--- src/rtl/wdit_pkg.sv ---
// Package: register map, field layout, reset values and feed constants of the watchdog
package wdit_pkg;

  // ------------------------------------------------------------
  // Register offsets
  // ------------------------------------------------------------
  localparam logic [3:0] WDIT_OFS_CTRL   = 4'h0;  // watchdog_control_reg
  localparam logic [3:0] WDIT_OFS_RELOAD = 4'h1;
  localparam logic [3:0] WDIT_OFS_FEED   = 4'h2;
  localparam logic [3:0] WDIT_OFS_COUNT  = 4'h3;
  localparam logic [3:0] WDIT_OFS_STATUS = 4'h4;
  localparam logic [3:0] WDIT_OFS_MASK   = 4'h5;

  // ------------------------------------------------------------
  // Control field layout
  // ------------------------------------------------------------
  localparam int CTRL_RUN_BIT   = 0;
  localparam int CTRL_WDRE_BIT  = 1;  // watchdog_reset_enable
  localparam int CTRL_SRC_LSB   = 2;  // 2 bits
  localparam int CTRL_TAP_LSB   = 4;  // 3 bits

  // ------------------------------------------------------------
  // Status bits
  // ------------------------------------------------------------
  localparam int STAT_TIMEOUT_BIT = 0;
  localparam int STAT_BADFEED_BIT = 1;

  // ------------------------------------------------------------
  // Widths and reset values
  // ------------------------------------------------------------
  localparam int          WDIT_PRE_W    = 12;
  localparam int          WDIT_CNT_W    = 8;
  localparam logic [7:0]  CTRL_RST      = 8'h00;
  localparam logic [7:0]  RELOAD_RST    = 8'hFF;
  localparam logic [1:0]  MASK_RST      = 2'h0;

  // ------------------------------------------------------------
  // Feed bytes and reset pulse length
  // ------------------------------------------------------------
  localparam logic [7:0]  FEED_BYTE_1   = 8'hA5;
  localparam logic [7:0]  FEED_BYTE_2   = 8'h5A;
  localparam int          RST_PULSE_CYC = 4;

  typedef enum logic [1:0] {SRC_PCLK, SRC_WDOSC, SRC_XTAL} wdit_src_t;
  typedef enum logic [1:0] {FEED_IDLE, FEED_HALF, FEED_CTRL} wdit_feed_t;

endpackage : wdit_pkg

--- src/rtl/wdit_edge.sv ---
// Edge detector turning a synchronised slow clock level into a one-cycle tick
module wdit_edge
  import wdit_pkg::*;
(
  // Clock and reset
  input  wire logic ref_clk,
  input  wire logic rst_n,
  // Source level
  input  wire logic level_in,
  // Tick
  output logic      rise_pulse
);

  logic sync1_q, sync2_q, last_q;
  logic sync1_d, sync2_d, last_d;

  always_comb begin
    sync1_d = level_in;
    sync2_d = sync1_q;
    last_d  = sync2_q;
  end

  always_ff @(posedge ref_clk or negedge rst_n) begin
    if (!rst_n) begin
      sync1_q <= 1'b0;
      sync2_q <= 1'b0;
      last_q  <= 1'b0;
    end else begin
      sync1_q <= sync1_d;
      sync2_q <= sync2_d;
      last_q  <= last_d;
    end
  end

  assign rise_pulse = sync2_q & ~last_q;

endmodule : wdit_edge

--- src/rtl/wdit_prescaler.sv ---
// 12-bit prescaler with selectable tap, gives one tick per tap carry
module wdit_prescaler
  import wdit_pkg::*;
(
  // Clock and reset
  input  wire logic       ref_clk,
  input  wire logic       rst_n,
  // Control
  input  wire logic       src_tick,
  input  wire logic       clear,
  input  wire logic [2:0] tap_sel,
  // Tap output
  output logic            tap_pulse
);

  logic [WDIT_PRE_W-1:0] pre_q, pre_d;
  logic [WDIT_PRE_W-1:0] tap_mask;

  // Tap n counts 2^(5+n) source ticks; largest tap uses the full 12 bits
  always_comb begin
    tap_mask = WDIT_PRE_W'((13'h0020 << tap_sel) - 13'h0001);
    pre_d    = pre_q;
    if (clear) begin
      pre_d = '0;
    end else if (src_tick) begin
      pre_d = pre_q + 12'h001;
    end
  end

  always_ff @(posedge ref_clk or negedge rst_n) begin
    if (!rst_n) begin
      pre_q <= '0;
    end else begin
      pre_q <= pre_d;
    end
  end

  assign tap_pulse = src_tick & ~clear & ((pre_q & tap_mask) == tap_mask);

endmodule : wdit_prescaler

--- src/rtl/wdit_top.sv ---
// Watchdog and interval timer: register port, feed checker, down counter, reset and interrupt

// Operation
// RULE1 - In watchdog mode an underflow of the unfed down counter pulses the system reset.
// RULE2 - The timing chain is a 12-bit prescaler feeding an 8-bit down counter.
// RULE3 - The down counter steps once per pulse from the selected prescaler tap.
// RULE4 - The prescaler source is the peripheral clock, watchdog oscillator or slow crystal.
// RULE5 - Only power-on reset clears the block; other system resets leave it alone.
// RULE6 - With reset disabled the block is an interval timer raising an interrupt on time-out.
// RULE7 - Software feeds with two consecutive writes of the two feed bytes, in order.
// RULE8 - With the peripheral clock selected and the processor powered down, counting stops.
// RULE9 - A wrong feed value or order causes a watchdog reset.
// RULE10 - A control write not immediately followed by a valid feed causes a watchdog reset.
// RULE11 - The reset-enable bit at one selects watchdog mode, zero selects the interval timer.
// RULE12 - A valid feed reloads the counter, clears the prescaler and commits a pending control.
// RULE13 - The feed bytes are distinct non-zero constants.
module wdit_top
  import wdit_pkg::*;
(
  // Clock and power-on reset
  input  wire logic       ref_clk,
  input  wire logic       rst_n,
  // Clock sources, levels of the slow clocks
  input  wire logic       wdosc_clk_lvl,
  input  wire logic       xtal_clk_lvl,
  input  wire logic       cpu_power_down,
  // Register port
  input  wire logic [3:0] reg_addr,
  input  wire logic [7:0] reg_wdata,
  input  wire logic       reg_wr,
  input  wire logic       reg_rd,
  output logic      [7:0] reg_rdata,
  // System outputs
  output logic            wd_reset_out,
  output logic            irq
);

  // ------------------------------------------------------------
  // Clock source selection
  // ------------------------------------------------------------
  logic wdosc_tick, xtal_tick, src_tick, tap_pulse, pre_clear;
  logic [7:0] ctrl_q, ctrl_d;

  wdit_edge u_wdosc (
    .ref_clk    (ref_clk),
    .rst_n      (rst_n),
    .level_in   (wdosc_clk_lvl),
    .rise_pulse (wdosc_tick)
  );

  wdit_edge u_xtal (
    .ref_clk    (ref_clk),
    .rst_n      (rst_n),
    .level_in   (xtal_clk_lvl),
    .rise_pulse (xtal_tick)
  );

  logic [1:0] src_sel;
  logic       run_en;

  assign src_sel = ctrl_q[CTRL_SRC_LSB +: 2];

  always_comb begin
    case (src_sel)
      SRC_PCLK:  src_tick = ~cpu_power_down;  // RULE4 RULE8
      SRC_WDOSC: src_tick = wdosc_tick;       // RULE4
      SRC_XTAL:  src_tick = xtal_tick;        // RULE4
      default:   src_tick = 1'b0;
    endcase
    // Powered down on the peripheral clock counts as disabled
    run_en = ctrl_q[CTRL_RUN_BIT] & ~(src_sel == SRC_PCLK && cpu_power_down);  // RULE8
  end

  wdit_prescaler u_pre (
    .ref_clk   (ref_clk),
    .rst_n     (rst_n),
    .src_tick  (src_tick & run_en),
    .clear     (pre_clear),
    .tap_sel   (ctrl_q[CTRL_TAP_LSB +: 3]),
    .tap_pulse (tap_pulse)                    // RULE2 RULE3
  );

  // ------------------------------------------------------------
  // Register and feed state
  // ------------------------------------------------------------
  logic [7:0]             ctrl_pend_q, ctrl_pend_d;
  logic [7:0]             reload_q, reload_d;
  logic [WDIT_CNT_W-1:0]  cnt_q, cnt_d;
  logic [1:0]             stat_q, stat_d;
  logic [1:0]             mask_q, mask_d;
  wdit_feed_t             feed_q, feed_d;
  logic                   feed_ctrl_q, feed_ctrl_d;
  logic [2:0]             rst_cnt_q, rst_cnt_d;
  logic [7:0]             rdata_q, rdata_d;
  logic                   valid_feed, bad_feed, underflow, fire_reset;

  wire wr_ctrl   = reg_wr && reg_addr == WDIT_OFS_CTRL;
  wire wr_feed   = reg_wr && reg_addr == WDIT_OFS_FEED;
  wire wr_reload = reg_wr && reg_addr == WDIT_OFS_RELOAD;
  wire wr_stat   = reg_wr && reg_addr == WDIT_OFS_STATUS;
  wire wr_mask   = reg_wr && reg_addr == WDIT_OFS_MASK;

  // ------------------------------------------------------------
  // Feed sequence checker
  // ------------------------------------------------------------
  // Any register write between the two feed bytes breaks the pair, so a
  // stray write during the sequence is caught rather than ignored.
  always_comb begin
    feed_d      = feed_q;
    feed_ctrl_d = feed_ctrl_q;
    ctrl_pend_d = ctrl_pend_q;
    valid_feed  = 1'b0;
    bad_feed    = 1'b0;
    case (feed_q)
      FEED_IDLE: begin
        if (wr_feed) begin
          if (reg_wdata == FEED_BYTE_1) begin
            feed_d = FEED_HALF;           // RULE7 RULE13
          end else begin
            bad_feed = 1'b1;              // RULE9
          end
        end else if (wr_ctrl) begin
          ctrl_pend_d = reg_wdata;
          feed_d      = FEED_CTRL;
        end
      end
      FEED_CTRL: begin
        // The very next write must open a feed
        if (reg_wr) begin
          if (wr_feed && reg_wdata == FEED_BYTE_1) begin
            feed_d      = FEED_HALF;
            feed_ctrl_d = 1'b1;
          end else begin
            bad_feed = 1'b1;              // RULE10
            feed_d   = FEED_IDLE;
          end
        end
      end
      FEED_HALF: begin
        if (reg_wr) begin
          feed_d      = FEED_IDLE;
          feed_ctrl_d = 1'b0;
          if (wr_feed && reg_wdata == FEED_BYTE_2) begin
            valid_feed = 1'b1;            // RULE7 RULE13
          end else begin
            bad_feed = 1'b1;              // RULE9 RULE10
          end
        end
      end
      default: begin
        feed_d = FEED_IDLE;
      end
    endcase
  end

  // ------------------------------------------------------------
  // Counter, registers, reset and interrupt
  // ------------------------------------------------------------
  always_comb begin
    ctrl_d    = ctrl_q;
    reload_d  = reload_q;
    cnt_d     = cnt_q;
    mask_d    = mask_q;
    pre_clear = 1'b0;
    underflow = 1'b0;
    if (wr_reload) begin
      reload_d = reg_wdata;
    end
    if (wr_mask) begin
      mask_d = reg_wdata[1:0];
    end
    if (valid_feed) begin
      cnt_d     = reload_q;               // RULE12
      pre_clear = 1'b1;                   // RULE12
      if (feed_ctrl_q) begin
        ctrl_d = ctrl_pend_q;             // RULE12
      end
    end else if (tap_pulse && run_en) begin
      if (cnt_q == '0) begin
        underflow = 1'b1;
        cnt_d     = reload_q;
      end else begin
        cnt_d = cnt_q - 8'h01;            // RULE3
      end
    end
    fire_reset = bad_feed | (underflow & ctrl_q[CTRL_WDRE_BIT]);  // RULE1 RULE9 RULE11
    // Set wins over a write-one clear in the same cycle
    stat_d = stat_q & ~(wr_stat ? reg_wdata[1:0] : 2'b00);
    if (underflow && !ctrl_q[CTRL_WDRE_BIT]) begin
      stat_d[STAT_TIMEOUT_BIT] = 1'b1;    // RULE6 RULE11
    end
    if (bad_feed) begin
      stat_d[STAT_BADFEED_BIT] = 1'b1;
    end
    if (fire_reset) begin
      rst_cnt_d = 3'(RST_PULSE_CYC);
    end else if (rst_cnt_q != 3'd0) begin
      rst_cnt_d = rst_cnt_q - 3'd1;
    end else begin
      rst_cnt_d = rst_cnt_q;
    end
    rdata_d = 8'h00;
    if (reg_rd) begin
      case (reg_addr)
        WDIT_OFS_CTRL:   rdata_d = ctrl_q;
        WDIT_OFS_RELOAD: rdata_d = reload_q;
        WDIT_OFS_COUNT:  rdata_d = cnt_q;
        WDIT_OFS_STATUS: rdata_d = {6'h00, stat_q};
        WDIT_OFS_MASK:   rdata_d = {6'h00, mask_q};
        default:         rdata_d = 8'h00;
      endcase
    end
  end

  // Only the power-on reset reaches these flops; the watchdog's own reset
  // output goes to the rest of the system, not back here.
  always_ff @(posedge ref_clk or negedge rst_n) begin
    if (!rst_n) begin                     // RULE5
      ctrl_q      <= CTRL_RST;
      ctrl_pend_q <= CTRL_RST;
      reload_q    <= RELOAD_RST;
      cnt_q       <= RELOAD_RST;
      stat_q      <= 2'b00;
      mask_q      <= MASK_RST;
      feed_q      <= FEED_IDLE;
      feed_ctrl_q <= 1'b0;
      rst_cnt_q   <= 3'd0;
      rdata_q     <= 8'h00;
    end else begin
      ctrl_q      <= ctrl_d;
      ctrl_pend_q <= ctrl_pend_d;
      reload_q    <= reload_d;
      cnt_q       <= cnt_d;
      stat_q      <= stat_d;
      mask_q      <= mask_d;
      feed_q      <= feed_d;
      feed_ctrl_q <= feed_ctrl_d;
      rst_cnt_q   <= rst_cnt_d;
      rdata_q     <= rdata_d;
    end
  end

  assign reg_rdata    = rdata_q;
  assign wd_reset_out = rst_cnt_q != 3'd0;  // RULE1
  assign irq          = |(stat_q & mask_q); // RULE6

endmodule : wdit_top

--- config.mk ---
export PLATFORM = sky130hd
export DESIGN_NAME = wdit_top
export DESIGN_NICKNAME = d
export VERILOG_FILES = /design/src/rtl/wdit_pkg.sv /design/src/rtl/wdit_edge.sv /design/src/rtl/wdit_prescaler.sv /design/src/rtl/wdit_top.sv
export SDC_FILE = /design/constraint.sdc
export NUM_CORES = 1
export LEC_CHECK = 0
export BUFFER_PORTS_ARGS = -buffer_cell sky130_fd_sc_hd__buf_2
export CORE_ASPECT_RATIO = 0.7
export CORE_MARGIN = 2
export CORE_UTILIZATION = 54
export CTS_CLUSTER_SIZE = 10
export DETAILED_ROUTE_END_ITERATION = 10
export PLACE_DENSITY_LB_ADDON = 0.08
export SYNTH_ARGS = -nofsm -noshare
export SYNTH_HDL_FRONTEND = slang
export SYNTH_SLANG_ARGS = --single-unit
--- constraint.sdc ---
create_clock -name ref_clk -period 2.05 [get_ports ref_clk]
set_input_delay 0.41 -clock ref_clk [delete_from_list [all_inputs] [get_ports ref_clk]]
set_output_delay 0.41 -clock ref_clk [all_outputs]
set_load 0.005 [all_outputs]
; After elaboration in Yosys (flattened, before gate mapping)
; Cells that the tools add are included.
[totals]
regBits = 68
inputBits = 19
out_inout_bits = 10
wordCells = 120
[op_classes]
addsub = 4
n_eq_ne = 17
shift = 1
muxes = 38
bitwise = 18
n_reduce_logical = 25
[op_table]
columns = op, count
row1 = one-hot mux 8 bit (5 select lines), 1
row2 = 2-to-1 mux 8 bit, 4
row3 = 2-to-1 mux 12 bit, 2
row4 = 2-to-1 mux 1 bit, 19
row5 = "adder 12 x 1 -> 12 bit, second input constant", 1
row6 = bitwise AND 12 bit, 1
row7 = equality test 12 bit, 1
row8 = 2-to-1 mux 2 bit, 6
row9 = "<< shifter 6 x 3 -> 12 bit, first input constant", 1
row10 = "subtractor 12 x 1 -> 12 bit, second input constant", 1
row11 = logical AND 1 bit, 10
row12 = "equality test 4 x 2 -> 1 bit, second input constant", 2
row13 = "equality test 4 x 3 -> 1 bit, second input constant", 2
row14 = "equality test 8 x 7 -> 1 bit, second input constant", 1
row15 = "equality test 8 bit, second input constant", 1
row16 = logical NOT 8 bit, 1
row17 = AND reduction 4 bit, 2
row18 = nonzero test 2 bit, 4
row19 = "subtractor 8 x 1 -> 8 bit, second input constant", 1
row20 = bitwise AND 1 bit, 7
row21 = 2-to-1 mux 3 bit, 2
row22 = "inequality test 2 bit, second input constant", 3
row23 = "inequality test 3 bit, second input constant", 2
row24 = NOT 1 bit, 6
row25 = other kinds (17), 22

; Depth between registers and ports, before layout
[depth]
depth_word = 16
mapped_depth = 8
depth_no_buf = 8

; Hierarchy
; Synthesis repeated with hierarchy kept, for this count alone.
[unflattened]
hier_cells = 340
area_unflattened_um2 = 3687.3
[modules_own_cells]
columns = module, instances, cells_each, area_per_inst_um2, seq_area_each_um2
row1 = wdit_top, 1, 253, 2783.9, 1271.2
row2 = wdit_prescaler, 1, 79, 725.7, 300.3
row3 = wdit_edge, 2, 4, 88.8, 75.1

; Worst setup path after synthesis
; No wires, ideal clock.
[synth_path]
kind = register -> register
start = reg u_pre.pre_q[5]
end = reg rst_cnt_q[2]
setup_time_ns = 0.126
arrival_time_ns = 1.782
required_time_ns = 1.924
slack_ns = 0.142
stages_incl_launch_ff = 6
path_buffers = 0
period_less_slack_ns = 1.908
path_cell_list = dfrtp_1 > nor3b_4 > a311oi_4 > nor3_4 > a31o_1 > a221o_1
[synth_between]
elab_chain_cells = 9
elab_cells_between_ends = 10
cone_classes = eq/ne: 1 / mux: 3 / bitwise: 4 / reduce/logical: 2
[synth_lines]
columns = item, line_no
row1 = from (decl), wdit_prescaler.sv:16  ; logic [WDIT_PRE_W-1:0] pre_q, pre_d;
row2 = from (signal assigned), wdit_prescaler.sv:34  ; pre_q <= pre_d;
row3 = bitwise AND 12 bit (*), wdit_prescaler.sv:38  ; assign tap_pulse = src_tick & ~clear & ((pre_q & tap_mask) == tap_mask);
row4 = equality test 12 bit (*), wdit_prescaler.sv:38
row5 = bitwise AND 1 bit (*), wdit_prescaler.sv:38
row6 = logical AND 1 bit (*), wdit_top.sv:178  ; end else if (tap_pulse && run_en) begin
row7 = 2-to-1 mux 1 bit (*), wdit_top.sv:178
row8 = 2-to-1 mux 1 bit (*), wdit_top.sv:172  ; if (valid_feed) begin
row9 = bitwise AND 1 bit (*), wdit_top.sv:186  ; fire_reset = bad_feed | (underflow & ctrl_q[CTRL_WDRE_BIT]);
row10 = OR 1 bit (*), wdit_top.sv:186
row11 = 2-to-1 mux 3 bit / nonzero test 2 bit (equally long branches), -
row12 = to (signal assigned), wdit_top.sv:238  ; rst_cnt_q <= rst_cnt_d;
row13 = to (decl), wdit_top.sv:93  ; logic [2:0] rst_cnt_q, rst_cnt_d;
; Mark *: on every way between the ends. The rest lies on a longest branch, timed or not.
; A chain may end at the register's enable or synchronous reset.

; Final worst setup path
[layout_path]
start = reg ctrl_q[4]
end = reg cnt_q[3]
[layout_between]
elab_chain_cells = 7
[layout_lines]
columns = item, line_no
row1 = from (decl), wdit_top.sv:42  ; logic [7:0] ctrl_q, ctrl_d;
row2 = from (signal assigned), wdit_top.sv:230  ; ctrl_q <= ctrl_d;
row3 = << shifter 6 x 3 -> 12 bit (*), wdit_prescaler.sv:21  ; tap_mask = WDIT_PRE_W'((13'h0020 << tap_sel) - 13'h0001);
row4 = subtractor 12 x 1 -> 12 bit (*), wdit_prescaler.sv:21
row5 = bitwise AND 12 bit, wdit_prescaler.sv:38
row6 = equality test 12 bit (*), wdit_prescaler.sv:38
row7 = bitwise AND 1 bit (*), wdit_prescaler.sv:38
row8 = logical AND 1 bit (*), wdit_top.sv:178
row9 = nonzero test 2 bit (no line) (*), -
row10 = to (signal assigned), wdit_top.sv:233  ; cnt_q <= cnt_d;
row11 = to (decl), wdit_top.sv:88  ; logic [WDIT_CNT_W-1:0] cnt_q, cnt_d;
; Marks and branches as above.

==> reports/results.txt <==
Status: complete, no violations
Setup WS pre-CTS: -37.2 ps
Skew-Pair Late Insertion Delay: 350 ps
1st-iter DRT viols: 182
Multi-input logic area: 1750 um^2
YS warnings: 0
Wire per inst: 17.7 um
Top post-synthesis cells by area: dfrtp_1, dfstp_2, mux2_2
Critical path, cell by cell: buf_4, nor3_1, a311oi_4, buf_4, nor3_1, and3_1, a211o_1
Max incr delay on CP: 420 ps
Placement Cell Area: 4110 um^2
Initial antenna violation count: 0
Nets: 437
Largest net degree at the start of global routing: 69
CTS H-Tree Depth: 3
Worst vdd ir: 668 uV
Worst-path fanout max: 4
Gp weighted congestion: 0.889
Final min period: 1940 ps
Sequential share of power: 48.8%
Area of the core: 6280 um^2
Fill count: 469
MaxCap Viol Count: 0
Row count: 24
Die Span X: 101 um
First-pass GRT wire length: 14600 um
CTS max path bufs: 2
Commonest cells post-synth: dfrtp_1, nor2_1, mux2_2
Ys async rst share: 100%
Share of layout cells above drive strength 1: 35.3%
Max frequency: 0.515 GHz
CP max stage cell: dfrtp_1
Die area: 7240 um^2
Sum Neg Setup Slack: 0 ps
Worst path required time: 2350 ps
Ant diodes: 0
Crit Path Category: reg -> reg
Post-CTS Hold Fix Bufs: 0
CTS Buf Count: 9
Die Ht: 71.8 um
Top cell type's share of synthesized area: 36.7%
Port Buffers: 28
Critical path arrival: 2240 ps
Clk root buf: clkbuf_8
Psw: 0.000978 W
Startpoint Class: flip-flop
Yosys reg bits: 68
Clock Skews: 6.97 ps
Post-Layout Inst Area: 4330 um^2
Clock slew at reported path FFs: 80 ps
Via density: 5.75
Fin. Hold Viols: 0
Wire length on met2: 3730 um
Initial Utilization: 56.5%
Mean area per synthesized cell: 10.7 um^2
Area leader, netlist: dfrtp_1
DR WL met3: 517 um
Vias in the first global route: 2829
Internal power: 0.00242 W
Pre-antenna DRT Iters: 5
Leakage power: 2.00 nW
Relative slew slack: 69.3%
Final wirelength: 8690 um
Gr usage total: 26.5%
Synth Flop Type: dfrtp_1
Final setup vio count: 0
Switching share of power: 28.7%
Post-synthesis sequential area ratio: 48.5%
Synthesized area: 3550 um^2
Antenna-violating nets left: 0
Final Power: 0.00340 W
Drt drc: 0
Slew Limit Fails: 0
Layout area overhead: 22.0%
Uppermost layer routed: met4
Final worst-path cycle share: 94.7%
CTS tree: built
Transition time at the pin with the least slew margin: 459 ps
# IOs: 29
HPWL after detailed placement: 6450 um
Mapped Cells: 332
Clock power frac: 33.7%
Most common cell in the synthesized netlist: dfrtp_1
Fin worst setup slack: 109 ps
Sequential cell area: 1720 um^2
EDFF count, synth: 0
Via count: 2828
Post-Syn Nets: 360
Post-synth cell types: 65
Combinational Power Share: 17.5%
Grt total ovfl: 0
PD cells: 786 nW/um^2
Wl on met1: 4340 um
Worst Hold Class: in -> async
Crit. End Element: flip-flop
TritonCTS Sinks: 68
RSZ-0062 raised after global routing: false
==> routing by layer <==
metal	track usage, %	up-vias
met1	39.9	1379
met3	5.66	10
met4	8.07	0
met2	38.5	79
li1	-	1360
met5	0	-
==> path summary, 6_finish.rpt <==
check / slack, ps / cells after the start / startpoint / to
worst max register to register: 110 / 7 / ctrl_q[4] / cnt_q[3]
worst min register to register: 360 / 0 / u_xtal.sync1_q / u_xtal.last_d
min in group ref_clk: 160 / 1 / xtal_clk_lvl / u_xtal.sync1_q
worst min-delay path: 50 / 2 / rst_n / u_pre.pre_q[0]
max in group asynchronous: 1650 / 2 / rst_n / reload_q[2]
worst max-delay path: 110 / 7 / ctrl_q[4] / cnt_q[3]
==> what timing repair did <==
action / in CTS / in global routing
setup buffers: 0 / 0
gates resized for setup: 0 / 5
endpoints found under the hold margin: 0 / 0
endpoints found under the setup margin: 0 / 8
==> final cells by class <==
cell class,instances,share of cell area (%)
clock buffer,9,2.86
inverter,13,1.13
sequential,68,39.8
timing repair buffer,72,11.5
clock inverter,7,1.88
tap,78,2.25
multi-input combinational,245,40.5
==> through the flow <==
stage | hold WS, ps | cells | util, %
finish | 54.1 | 492 | 69.0
global route | 107 | 492 | 69.0
CTS | 73.2 | 492 | 68.8
detailed placement | 339 | 476 | 65.5
global placement | 332 | 476 | 65.5
floorplan | 114 | 332 | -
==> placed cells by master, fill, tap and decap left out, types with 3 or more instances in the layout <==
cell type / n
inv_6: 4
xor2_1: 5
a211o_1: 3
nor3b_1: 3
ha_1: 9
a21oi_1: 18
mux2_2: 28
a31oi_1: 4
nand3_1: 6
nand4_1: 8
inv_1: 12
or3_1: 3
nor2_1: 36
buf_4: 41
dfstp_2: 16
buf_2: 28
dfrtp_1: 51
mux2i_1: 8
clkbuf_8: 9
nand2_1: 27
and3_1: 6
nor3_1: 10
xnor2_1: 5
nor2b_1: 5
nand2b_1: 5
o21ai_0: 12
==> cells by family after synthesis <==
family          count (synthesis)  synth area share [%]
simple gates                  126                  19.3
mux                            37                  11.5
flops                          68                  48.5
xor+xnor                       10                  2.47
compound gates                 63                  12.8
fa+ha+maj                       9                  3.17
buf+inv                        19                  2.19
==> sequential cells by signal, indices dropped and copies added, names as in the netlist, 2 cells and up <==
signal / count
u_pre.pre_q: 12
ctrl_q: 8
reg_rdata: 8
rst_cnt_q: 3
reload_q: 8
feed_q: 2
cnt_q: 8
stat_q: 2
mask_q: 2
ctrl_pend_q: 8
==> power groups by stage <==
stage	clock network (W)	registers (W)	logic, W
finish	0.00115	0.00166	0.000596
global route	0.00123	0.00168	0.000659
CTS	0.00117	0.00166	0.000599
detailed placement	0	0.00168	0.000594
global placement	0	0.00167	0.000571
floorplan	0	0.00164	0.000389
==> critical path, delay by kind of cell (launching register included) <==
| kind | cells | cell delay [ps] |
|---|---|---|
| buf+inv | 2 | 350 |
| compound gates | 2 | 230 |
| simple gates | 3 | 880 |
| flops | 1 | 420 |
Note: power is estimated with default switching activity, not from simulation.
